## src/shared/sssa_defs.svh

```systemverilog
`ifndef SSSA_DEFS_SVH
`define SSSA_DEFS_SVH
`define SSSA_W              16
`define SSSA_CLK_HZ         10000000
`define SSSA_TICK_US        1000
`define SSSA_TICK_CYC       ((`SSSA_CLK_HZ / 1000000) * `SSSA_TICK_US)
`define SSSA_MA_LOW_UA      3000
`define SSSA_MA_HIGH_UA     21000
`define SSSA_DB_PCT         10
`define SSSA_DB_FULL        16'h00FF
`define SSSA_RATE_RST       16'h0010
`define SSSA_DB_RST         16'h0010
`define SSSA_NPARAM         4
`endif

```

## src/shared/sssa_pkg.sv

```systemverilog
package sssa_pkg;
  typedef enum logic [2:0] {
    SSSA_TGT_NONE = 3'b001,
    SSSA_TGT_RATE = 3'b010,
    SSSA_TGT_DB   = 3'b100
  } sssa_tgt_e;
  typedef struct packed {
    logic dynamics_view_key;
    logic step;
    logic rate_sel;
    logic db_sel;
    logic adj_up;
    logic adj_dn;
    logic yes;
    logic no;
    logic clear;
  } sssa_keys_s;
  typedef struct packed {
    logic [15:0] min_ref;
    logic [15:0] max_ctl;
    logic [15:0] remote_rate;
    logic [15:0] fast_rate;
    logic [15:0] cas_ref;
    logic [15:0] cas_range;
    logic [15:0] spd_range;
    logic        brk_shutdown_cfg;
    logic        brk_alarm_cfg;
  } sssa_cfg_s;
endpackage

```

## src/sssa_tick.sv

```systemverilog
`timescale 1ns/1ps
`default_nettype none
`include "sssa_defs.svh"
module sssa_tick #(
  parameter int CYC = `SSSA_TICK_CYC
) (
  input  wire logic clk,
  input  wire logic rst_n,
  output logic      tick
);
  logic [31:0] cnt_q;
  always_ff @(posedge clk) begin
    if (!rst_n) begin
      cnt_q <= 32'h0;
      tick  <= 1'b0;
    end else begin
      tick  <= (cnt_q == 32'(CYC - 1));
      cnt_q <= (cnt_q == 32'(CYC - 1)) ? 32'h0 : cnt_q + 32'h1;
    end
  end
endmodule
`default_nettype wire

```

## src/sssa_arbiter.sv

```systemverilog
// Summary of operation
// - Emergency shutdown or low select first, equal rank
// - Fixed speed source priority order
// - Fixed valve ramp command priority
// - Dynamics key shows controlling parameter; step advances
// - Deadband key, or rate key off the remote page, sets target, enables adjust
// - Step key disables adjust, clears target
// - Flag parameter controlling actuator
// - Both enabled: neither controls, sticky alarm
// - Secondary moves clamped min to max
// - Input out of range holds setpoint, alarm
// - Breakers must be closed to enable
// - Breaker open response is configurable
// - Yes key or contact enables remote
// - Unmatched remote ramps until within deadband
// - Lower any time, raise only speed-controlling
// - No key or contact disables remote
// - Cascade removes error outside deadband
// - Cascade rate proportional, limited to fast
// - Remote moves at single fixed rate
// - Full deadband is ten percent range
// - Secondary dynamics: keys target rate/deadband
`timescale 1ns/1ps
`default_nettype none
`include "sssa_defs.svh"
module sssa_arbiter #(
  parameter int W      = `SSSA_W,
  parameter int TICK_N = `SSSA_TICK_CYC
) (
  input  wire logic                clk,
  input  wire logic                rst_n,
  input  wire sssa_pkg::sssa_keys_s keys,
  input  wire sssa_pkg::sssa_cfg_s  cfg,
  input  wire logic                remote_view_key,
  input  wire logic                cas_view_key,
  input  wire logic                rmt_contact,
  input  wire logic                cas_contact,
  input  wire logic                gen_brk_closed,
  input  wire logic                tie_brk_closed,
  input  wire logic [W-1:0]        rmt_ma_ua,
  input  wire logic [W-1:0]        cas_ma_ua,
  input  wire logic [W-1:0]        rmt_req_spd,
  input  wire logic [W-1:0]        cas_input,
  input  wire logic [W-1:0]        actual_spd,
  input  wire logic                speed_in_ctl,
  input  wire logic                esd,
  input  wire logic                lss_active,
  input  wire logic                brk_reset_req,
  input  wire logic [W-1:0]        brk_reset_spd,
  input  wire logic                clamp_req,
  input  wire logic [W-1:0]        clamp_spd,
  input  wire logic                crit_req,
  input  wire logic [W-1:0]        crit_spd,
  input  wire logic                rl_req,
  input  wire logic [W-1:0]        rl_spd,
  input  wire logic                idle_req,
  input  wire logic [W-1:0]        idle_spd,
  input  wire logic [4:0]          vr_req,
  input  wire logic [1:0]          ctl_param,
  output logic [W-1:0]             speed_ref_q,
  output logic                     shutdown_q,
  output logic                     alarm_q,
  output logic                     both_enabled_indication_alarm_q,
  output logic                     rmt_enabled_indication_q,
  output logic                     cas_enabled_indication_q,
  output logic [1:0]               shown_param_q,
  output logic                     ctl_flag_q,
  output logic [2:0]               adj_target_q,
  output logic                     adjust_updown_keys_q,
  output logic [W-1:0]             cas_rate_q,
  output logic [W-1:0]             rmt_deadband_width_q,
  output logic [W-1:0]             cas_deadband_width_q,
  output logic [2:0]               spd_src_q,
  output logic [4:0]               vr_grant_q
);
  localparam logic [1:0] P_RMT = 2'h2;
  localparam logic [1:0] P_CAS = 2'h3;

  // Contacts, breakers and analogue values come from outside: two stages
  localparam int NS = 9;
  logic [NS-1:0] s1_q, s2_q;
  logic [W-1:0]  rma1_q, rma2_q, cma1_q, cma2_q;
  always_ff @(posedge clk) begin
    s1_q   <= {rmt_contact, cas_contact, gen_brk_closed, tie_brk_closed,
               speed_in_ctl, esd, lss_active, brk_reset_req, clamp_req};
    s2_q   <= s1_q;
    rma1_q <= rmt_ma_ua;
    rma2_q <= rma1_q;
    cma1_q <= cas_ma_ua;
    cma2_q <= cma1_q;
  end
  wire rmt_ct = s2_q[8];
  wire cas_ct = s2_q[7];
  wire brk_ok = s2_q[6] & s2_q[5];
  wire spd_ctl = s2_q[4];
  wire esd_s  = s2_q[3];
  wire lss_s  = s2_q[2];
  wire brr_s  = s2_q[1];
  wire clp_s  = s2_q[0];

  logic rct_q, cct_q;
  wire tick;
  sssa_tick #(.CYC(TICK_N)) u_tick (.clk(clk), .rst_n(rst_n), .tick(tick));

  // Enable requests
  wire rmt_on_req  = (keys.yes & remote_view_key) | (rmt_ct & ~rct_q);
  wire rmt_off_req = (keys.no & remote_view_key) | (~rmt_ct & rct_q);
  wire cas_on_req  = (keys.yes & cas_view_key) | (cas_ct & ~cct_q);
  wire cas_off_req = (keys.no & cas_view_key) | (~cas_ct & cct_q);
  // Opening a breaker drops both enables on the spot
  wire rmt_en_d = brk_ok & ~rmt_off_req & (rmt_enabled_indication_q | rmt_on_req);
  wire cas_en_d = brk_ok & ~cas_off_req & (cas_enabled_indication_q | cas_on_req);
  wire both_en  = rmt_enabled_indication_q & cas_enabled_indication_q;

  // Signal range checks
  wire rmt_bad = (rma2_q < W'(`SSSA_MA_LOW_UA)) | (rma2_q > W'(`SSSA_MA_HIGH_UA));
  wire cas_bad = (cma2_q < W'(`SSSA_MA_LOW_UA)) | (cma2_q > W'(`SSSA_MA_HIGH_UA));
  wire sig_alarm = (rmt_bad & rmt_enabled_indication_q) | (cas_bad & cas_enabled_indication_q);
  wire rmt_go = rmt_enabled_indication_q & ~both_en & ~rmt_bad & brk_ok;
  wire cas_go = cas_enabled_indication_q & ~both_en & ~cas_bad & brk_ok;

  // Deadband scaled: width setting/full * 10% of range
  wire [31:0] rmt_db = (32'(cfg.spd_range) * `SSSA_DB_PCT * 32'(rmt_deadband_width_q))
                       / (100 * `SSSA_DB_FULL);
  wire [31:0] cas_db = (32'(cfg.cas_range) * `SSSA_DB_PCT * 32'(cas_deadband_width_q))
                       / (100 * `SSSA_DB_FULL);

  // Remote: fixed rate toward request while outside deadband
  wire        r_up   = rmt_req_spd > speed_ref_q;
  wire [W-1:0] r_err = (rmt_req_spd > actual_spd) ? rmt_req_spd - actual_spd
                       : actual_spd - rmt_req_spd;
  wire        r_out  = r_err > W'(rmt_db);
  wire [W-1:0] r_step = cfg.remote_rate;

  // Cascade: rate proportional to excess error, capped at fast rate
  wire        c_up   = cas_input < cfg.cas_ref;
  wire [W-1:0] c_err = c_up ? cfg.cas_ref - cas_input : cas_input - cfg.cas_ref;
  wire        c_out  = 32'(c_err) > cas_db;
  wire [31:0] c_prod = ((32'(c_err) - cas_db) * 32'(cas_rate_q)) >> 8;
  wire [W-1:0] c_step = (c_prod > 32'(cfg.fast_rate)) ? cfg.fast_rate : W'(c_prod);

  // Secondary candidate; raise only when speed loop holds actuator
  wire          sec_up   = rmt_go ? r_up : c_up;
  wire [W-1:0]  sec_step = rmt_go ? r_step : c_step;
  wire [W:0]    sec_hi   = {1'b0, speed_ref_q} + {1'b0, sec_step};
  // Lowering saturates at zero instead of wrapping to the top
  wire [W-1:0]  sec_lo   = (sec_step > speed_ref_q) ? '0 : speed_ref_q - sec_step;
  logic         sec_act;
  logic [W-1:0] sec_tgt;
  always_comb begin
    sec_act = (rmt_go && r_out && (!r_up || spd_ctl))
              || (cas_go && c_out && (!c_up || spd_ctl));
    sec_tgt = speed_ref_q;
    if (sec_act) begin
      sec_tgt = sec_up ? sec_hi[W-1:0] : sec_lo;
    end
    if (sec_tgt > cfg.max_ctl || (sec_act && sec_up && sec_hi[W])) begin
      sec_tgt = cfg.max_ctl;
    end
    if (sec_tgt < cfg.min_ref) begin
      sec_tgt = cfg.min_ref;
    end
  end

  // Speed source priority, highest first
  logic [2:0]   src_d;
  logic [W-1:0] ref_d;
  always_comb begin
    src_d = 3'h7;
    ref_d = speed_ref_q;
    if (esd_s || lss_s) begin
      src_d = 3'h0;
    end else if (brr_s) begin
      src_d = 3'h1;
      ref_d = brk_reset_spd;
    end else if (alarm_q) begin
      src_d = 3'h2;
    end else if (clp_s) begin
      src_d = 3'h3;
      ref_d = clamp_spd;
    end else if (crit_req) begin
      src_d = 3'h4;
      ref_d = crit_spd;
    end else if (sec_act) begin
      src_d = 3'h5;
      ref_d = sec_tgt;
    end else if (rl_req) begin
      src_d = 3'h6;
      ref_d = rl_spd;
    end else if (idle_req) begin
      src_d = 3'h7;
      ref_d = idle_spd;
    end
  end

  // Valve ramp: lowest index wins
  wire [4:0] vr_gnt = vr_req & (~vr_req + 5'h1);

  // Breaker open response
  wire brk_evt = ~brk_ok & (rmt_enabled_indication_q | cas_enabled_indication_q);
  wire brk_shd = brk_evt & cfg.brk_shutdown_cfg;
  wire brk_alm = ~brk_ok & cfg.brk_alarm_cfg & ~brk_shd;
  wire new_alm = sig_alarm | both_en | brk_alm;

  // Adjustment target handling
  wire is_sec = (shown_param_q == P_RMT) | (shown_param_q == P_CAS);
  logic [2:0] tgt_d;
  always_comb begin
    tgt_d = adj_target_q;
    case (adj_target_q)
      sssa_pkg::SSSA_TGT_NONE,
      sssa_pkg::SSSA_TGT_RATE,
      sssa_pkg::SSSA_TGT_DB: begin
        if (keys.step || keys.dynamics_view_key) begin
          tgt_d = sssa_pkg::SSSA_TGT_NONE;
        end else if (keys.rate_sel && shown_param_q != P_RMT) begin
          tgt_d = sssa_pkg::SSSA_TGT_RATE;
        end else if (keys.db_sel) begin
          tgt_d = sssa_pkg::SSSA_TGT_DB;
        end
      end
      default: tgt_d = sssa_pkg::SSSA_TGT_NONE;
    endcase
  end
  wire adj_on = adj_target_q != sssa_pkg::SSSA_TGT_NONE;
  wire adj_rate = adj_on & is_sec & (adj_target_q == sssa_pkg::SSSA_TGT_RATE);
  wire adj_db   = adj_on & is_sec & (adj_target_q == sssa_pkg::SSSA_TGT_DB);

  always_ff @(posedge clk) begin
    if (!rst_n) begin
      rct_q <= 1'b0;
      cct_q <= 1'b0;
      rmt_enabled_indication_q <= 1'b0;
      cas_enabled_indication_q <= 1'b0;
      both_enabled_indication_alarm_q <= 1'b0;
      alarm_q <= 1'b0;
      shutdown_q <= 1'b0;
    end else begin
      rct_q <= rmt_ct;
      cct_q <= cas_ct;
      rmt_enabled_indication_q <= rmt_en_d;
      cas_enabled_indication_q <= cas_en_d;
      // Clear blocked while both remain enabled; set beats clear
      both_enabled_indication_alarm_q <= both_en | (both_enabled_indication_alarm_q & ~keys.clear);
      alarm_q <= new_alm | (alarm_q & ~(keys.clear & ~both_en));
      shutdown_q <= shutdown_q | esd_s | brk_shd;
    end
  end

  always_ff @(posedge clk) begin
    if (!rst_n) begin
      speed_ref_q <= '0;
      spd_src_q   <= 3'h7;
      vr_grant_q  <= 5'h0;
    end else if (tick) begin
      speed_ref_q <= ref_d;
      spd_src_q   <= src_d;
      vr_grant_q  <= vr_gnt;
    end
  end

  always_ff @(posedge clk) begin
    if (!rst_n) begin
      shown_param_q        <= 2'h0;
      ctl_flag_q           <= 1'b0;
      adj_target_q         <= sssa_pkg::SSSA_TGT_NONE;
      adjust_updown_keys_q <= 1'b0;
      cas_rate_q           <= `SSSA_RATE_RST;
      rmt_deadband_width_q <= `SSSA_DB_RST;
      cas_deadband_width_q <= `SSSA_DB_RST;
    end else begin
      if (keys.dynamics_view_key) begin
        shown_param_q <= ctl_param;
      end else if (keys.step) begin
        shown_param_q <= shown_param_q + 2'h1;
      end
      ctl_flag_q <= (keys.dynamics_view_key ? ctl_param : shown_param_q) == ctl_param;
      adj_target_q <= tgt_d;
      adjust_updown_keys_q <= tgt_d != sssa_pkg::SSSA_TGT_NONE;
      if (adj_rate && shown_param_q == P_CAS && keys.adj_up && cas_rate_q != '1) begin
        cas_rate_q <= cas_rate_q + W'(1);
      end else if (adj_rate && shown_param_q == P_CAS && keys.adj_dn && cas_rate_q != '0) begin
        cas_rate_q <= cas_rate_q - W'(1);
      end
      if (adj_db && shown_param_q == P_RMT) begin
        if (keys.adj_up && rmt_deadband_width_q < `SSSA_DB_FULL) begin
          rmt_deadband_width_q <= rmt_deadband_width_q + W'(1);
        end else if (keys.adj_dn && rmt_deadband_width_q != '0) begin
          rmt_deadband_width_q <= rmt_deadband_width_q - W'(1);
        end
      end
      if (adj_db && shown_param_q == P_CAS) begin
        if (keys.adj_up && cas_deadband_width_q < `SSSA_DB_FULL) begin
          cas_deadband_width_q <= cas_deadband_width_q + W'(1);
        end else if (keys.adj_dn && cas_deadband_width_q != '0) begin
          cas_deadband_width_q <= cas_deadband_width_q - W'(1);
        end
      end
    end
  end

  both_block_a: assert property (@(posedge clk) disable iff (!rst_n)
    both_en |=> both_enabled_indication_alarm_q)
    else $error("both-enabled alarm not raised");
  brk_enable_a: assert property (@(posedge clk) disable iff (!rst_n)
    !brk_ok |=> !rmt_enabled_indication_q && !cas_enabled_indication_q)
    else $error("enable held with breaker open");
  ref_range_a: assert property (@(posedge clk) disable iff (!rst_n)
    tick && src_d == 3'h5 |=> speed_ref_q >= cfg.min_ref && speed_ref_q <= cfg.max_ctl)
    else $error("secondary moved reference out of span");
  step_clear_a: assert property (@(posedge clk) disable iff (!rst_n)
    keys.step |=> !adjust_updown_keys_q && adj_target_q == sssa_pkg::SSSA_TGT_NONE)
    else $error("step left adjust active");
  tick_only_a: assert property (@(posedge clk) disable iff (!rst_n)
    !tick |=> $stable(speed_ref_q))
    else $error("reference moved off tick");
  esd_first_a: assert property (@(posedge clk) disable iff (!rst_n)
    tick && esd_s |=> spd_src_q == 3'h0 && shutdown_q)
    else $error("shutdown not top priority");
  raise_gate_a: assert property (@(posedge clk) disable iff (!rst_n)
    tick && src_d == 3'h5 && !spd_ctl |=> speed_ref_q <= $past(speed_ref_q))
    else $error("secondary raised without speed control");
  vr_onehot_a: assert property (@(posedge clk) disable iff (!rst_n)
    tick && vr_req[0] |=> vr_grant_q == 5'h01)
    else $error("clamp not top valve priority");
  dyn_view_a: assert property (@(posedge clk) disable iff (!rst_n)
    keys.dynamics_view_key |=> shown_param_q == $past(ctl_param) && ctl_flag_q)
    else $error("dynamics view not controlling parameter");
  sig_hold_a: assert property (@(posedge clk) disable iff (!rst_n)
    rmt_bad && rmt_enabled_indication_q |=> alarm_q)
    else $error("bad input without alarm");

  rmt_enable_c: cover property (@(posedge clk) disable iff (!rst_n)
    !rmt_enabled_indication_q ##1 rmt_enabled_indication_q);
  cas_move_c: cover property (@(posedge clk) disable iff (!rst_n)
    tick && cas_go && sec_act);
  both_en_c: cover property (@(posedge clk) disable iff (!rst_n) both_enabled_indication_alarm_q);
  db_adj_c: cover property (@(posedge clk) disable iff (!rst_n)
    adj_db && keys.adj_up);
endmodule
`default_nettype wire

```

## config.mk

```make
export PLATFORM = sky130hd
export DESIGN_NAME = sssa_arbiter
export DESIGN_NICKNAME = d
export VERILOG_FILES = /design/src/shared/sssa_pkg.sv /design/src/sssa_tick.sv /design/src/sssa_arbiter.sv
export VERILOG_INCLUDE_DIRS = /design/src /design/src/shared
export SDC_FILE = /design/constraint.sdc
export NUM_CORES = 2
export LEC_CHECK = 0
export BUFFER_PORTS_ARGS = -buffer_cell sky130_fd_sc_hd__buf_2
export CORE_MARGIN = 2
export CORE_UTILIZATION = 30
export CTS_CLUSTER_SIZE = 16
export DETAILED_ROUTE_END_ITERATION = 16
export PLACE_DENSITY = 0.57
export SYNTH_ARGS = -nofsm -noshare
export SYNTH_HDL_FRONTEND = slang
export SYNTH_HIERARCHICAL = 1
export SYNTH_SLANG_ARGS = --single-unit
```

## constraint.sdc

```tcl
create_clock -name clk -period 62.6 [get_ports clk]
set_clock_uncertainty 0.1 [all_clocks]
set_input_delay 9.39 -clock clk [delete_from_list [all_inputs] [get_ports clk]]
set_output_delay 9.39 -clock clk [all_outputs]
set_load 0.01 [all_outputs]
```

==> summary.txt <==
Die
  • Std cell rows: ~170
  • Die height: between 400 and 500 microns
  • Die area: between 0.2 and 0.25 sq mm
  • Die X-Extent: between 400 and 500 microns
  • Initial Utilization: a little under a third
  • Core area: about 0.22 sq mm
  • I/O pins: slightly below 400

Global routing
  • Grt met2 use: roughly 33%
  • Global route total overflow: 0
  • Initial antenna violation count: 18
  • Most utilized layer in the global route result: met2
  • Vias in the first global route: about 61000
  • Met1 usage: 26.72%
  • Largest net degree at the start of global routing: between 60 and 70
  • GRT met3 Usage: ~2.4%
  • First-pass GRT wire length: approximately 350000 microns
  • GRT Overall Usage: about a fifth

Synthesis
  • Mux share of post-synthesis cell area: 3.274%
  • Mapped Cells: between 8000 and 9000
  • Synth Area in Compound Gates: roughly 21%
  • Seq/Total Area, Yosys: 6.173%
  • Syn avg cell area: 7.816 sq um
  • Adder-Cell Fraction of Synth Area: between 30% and 40%
  • Warnings from Yosys: 6
  • Cell variety after synth: roughly 150
  • Synth Cell Area: between 0.06 and 0.07 sq mm
  • XOR/XNOR Fraction of Synth Area: about 6.5%
  • Post-synthesis simple-gate area fraction: between 10% and 20%
  • Post-synth EDFFs: 0
  • Largest family of logic cells by synthesized area: adder cells
  • Net count after synthesis: just under 10000
  • Dominant synthesized flop cell: dfxtp_1
  • Async set or reset register ratio after synthesis: 0%
  • Seq cells post-synth: around 200

Cells and area
  • Area Growth Syn to Fin: 9.192%
  • Nets: 10133
  • Layout cell share with drive strength beyond 1: 9.925%

Route
  • Wirelength per Cell: ~20 microns
  • DRC: 0
  • Vias per cell: around 5.3
  • DR vias: roughly 61000
  • 1st-iter DRT viols: between 4000 and 5000
  • Final wirelength: 223400 microns
  • Post-route ant nets: 0
  • First drt pass iteration count: 8

Setup path
  • Req. time, crit path: 62.96 ns
  • Max stage delay on crit path: ~0.73 ns
  • Cells on worst reg2reg path: 196
  • Crit-path max FO: between 50 and 60
  • R2R Setup Slk: around 15 ns
  • Critical path type: in2reg
  • Critical path startpoint category: primary input
  • Crit path DAT: approximately 60 ns
  • Slowest cell on crit path: or4_1
  • Most frequent cell on the critical path: a21oi_1
  • Crit end category: flip-flop

Min path
  • Hold Path Cell Cnt: 0
  • Hold Path Class: reg2reg

Placed design
  • RePlAce Congestion: between 0.9 and 1
  • Port-buffer cells: 389
  • DPL Wire Length: 180500 microns

Timing
  • Fin crit share: 93.18%
  • Slew Limit Fails: 0
  • Worst-Margin Slew: about 1.3 ns
  • RSZ-0062 raised after global routing: false
  • Setup-failing EPs final: 0
  • Final hold vios: 0
  • Worst relative slew slack: about an eighth
  • Fmax: about 17 MHz
  • Min Tclk post-route: between 50 and 60 ns
  • Setup TNS: 0 ns

Clocking
  • Clock Sinks: roughly 200
  • CTS H-Tree Depth: 1
  • CTS Hold Bufs: 0
  • CTS Root Cell: clkbuf_16
  • TritonCTS clock tree: yes
  • Worst-path clk slew: 0.07 ns
  • Num CTS Buffers: 26
  • Max clock buf depth: 3
  • Clk_lat worst skew: approximately 0.64 ns

Run
  • MaxCap Viol Count: 0

Outcome
  • Status: finished, final reports clean
-- layout make-up --
type	instances	area, sq um
Antenna cell	13	32.53
Clock buffer	34	762.0
Clock inverter	13	151.4
Fill cell	23061	145300
Inverter	1165	4387
Multi-Input combinational cell	6640	55540
Sequential cell	201	4024
Tap cell	2854	3571
Timing Repair Buffer	491	2713
-- cells by family after synthesis --
family | Yosys count
and+or+nand+nor | 2685
AOI/OAI and AO/OA | 1945
buffers and inverters | 1501
adders and majority gates | 1341
xor gates and xnor gates | 467
DFF | 201
muxes | 200
-- per-layer routing --
| metal | wire length [microns] | up-vias | part of all wire (%) |
|---|---|---|---|
| li1 | - | 28616 | - |
| met1 | 100600 | 30073 | 45 |
| met2 | 102000 | 1812 | 46 |
| met3 | 12640 | 255 | 5.7 |
| met4 | 8136 | 4 | 3.6 |
| met5 | 27 | - | 0.012 |
-- placed cells by master (no fill, tap or decap), types with 132 or more instances in the layout --
| cell type | n |
|---|---|
| inv_1 | 1146 |
| a21oi_1 | 476 |
| nand2_1 | 1039 |
| xor2_1 | 132 |
| ha_1 | 525 |
| a21o_1 | 156 |
| o21ai_0 | 310 |
| xnor2_1 | 309 |
| nor2_1 | 480 |
| nand3_1 | 155 |
| fa_1 | 777 |
| and2_1 | 361 |
| dfxtp_1 | 201 |
| buf_2 | 389 |
-- per-stage QoR --
step           cells  util, %  instance area [sq um]  hold slack [ns]  worst slack (ns)
2_1_floorplan   8340        -                  65190           0.2096             10.37
3_3_place_gp   11346    32.37                  70100           0.2109             2.881
3_5_place_dp   11346    32.37                  70100           0.2121             1.698
4_1_cts        11393    32.80                  71010           0.2270             2.182
5_1_grt        11411    32.87                  71180           0.2304            0.1113
6_report       11411    32.87                  71180           0.2274             4.268
-- cells in the mapped netlist (all sizes together), types with 38 or more instances --
cell / number / share of area (%)
xor2: 143 / 2.0
o21bai: 83 / 0.96
and2: 364 / 3.5
o211ai: 102 / 1.2
inv: 1164 / 6.7
nand4: 81 / 0.78
a21o: 158 / 1.8
fa: 777 / 24
nand3: 159 / 1.2
a211oi: 100 / 1.3
mux2i: 136 / 2.2
and3: 40 / 0.39
nor4: 54 / 0.56
xnor2: 320 / 4.4
nor2b: 69 / 0.66
o21a: 58 / 0.67
nand2b: 75 / 0.72
dfxtp: 201 / 6.2
buf: 72 / 0.75
a31oi: 80 / 0.79
or2: 38 / 0.36
or3: 44 / 0.46
clkbuf: 263 / 1.5
maj3: 39 / 0.60
a21oi: 490 / 3.8
o31ai: 54 / 0.73
nor3: 134 / 1.1
o21ai: 364 / 2.9
nor2: 487 / 2.8
nand2: 1043 / 6.0
ha: 525 / 10
mux2: 64 / 1.1
-- path summary, 6_finish.rpt --
path	start	endpoint
max reg2reg	cas_deadband_width_q[3]$_SDFFE_PN0P_	speed_ref_q[1]$_SDFFE_PN0P_
max	cfg[19]	speed_ref_q[1]$_SDFFE_PN0P_
min	rma1_q[1]$_DFF_P_	rma2_q[1]$_DFF_P_
min reg2reg	rma1_q[1]$_DFF_P_	rma2_q[1]$_DFF_P_
-- critical path: cells and delay by family --
family | cells | cell delay (ns)
simple gates | 38 | 6.95
fa+ha+maj | 24 | 9.61
xor+xnor | 5 | 1.80
buf+inv | 21 | 3.46
compound gates | 109 | 24.81
mux | 9 | 2.56
-- state kept, by name (all words and copies together), names as in the netlist, 5 cells and up --
register / flops
s1_q: 9
cas_deadband_width_q: 16
s2_q: 9
cma2_q: 16
rma1_q: 16
u_tick/cnt_q: 32
cma1_q: 16
vr_grant_q: 5
rma2_q: 16
cas_rate_q: 16
speed_ref_q: 16
rmt_deadband_width_q: 16
-- timing repair --
item | 4_1_cts | 5_1_grt
setup buffers | 0 | 3
setup endpoints to repair | 0 | 16
resized for setup | 0 | 15
Power is not shown: default switching activity piles up to over one toggle a cycle in this logic, so the estimate is an artifact.
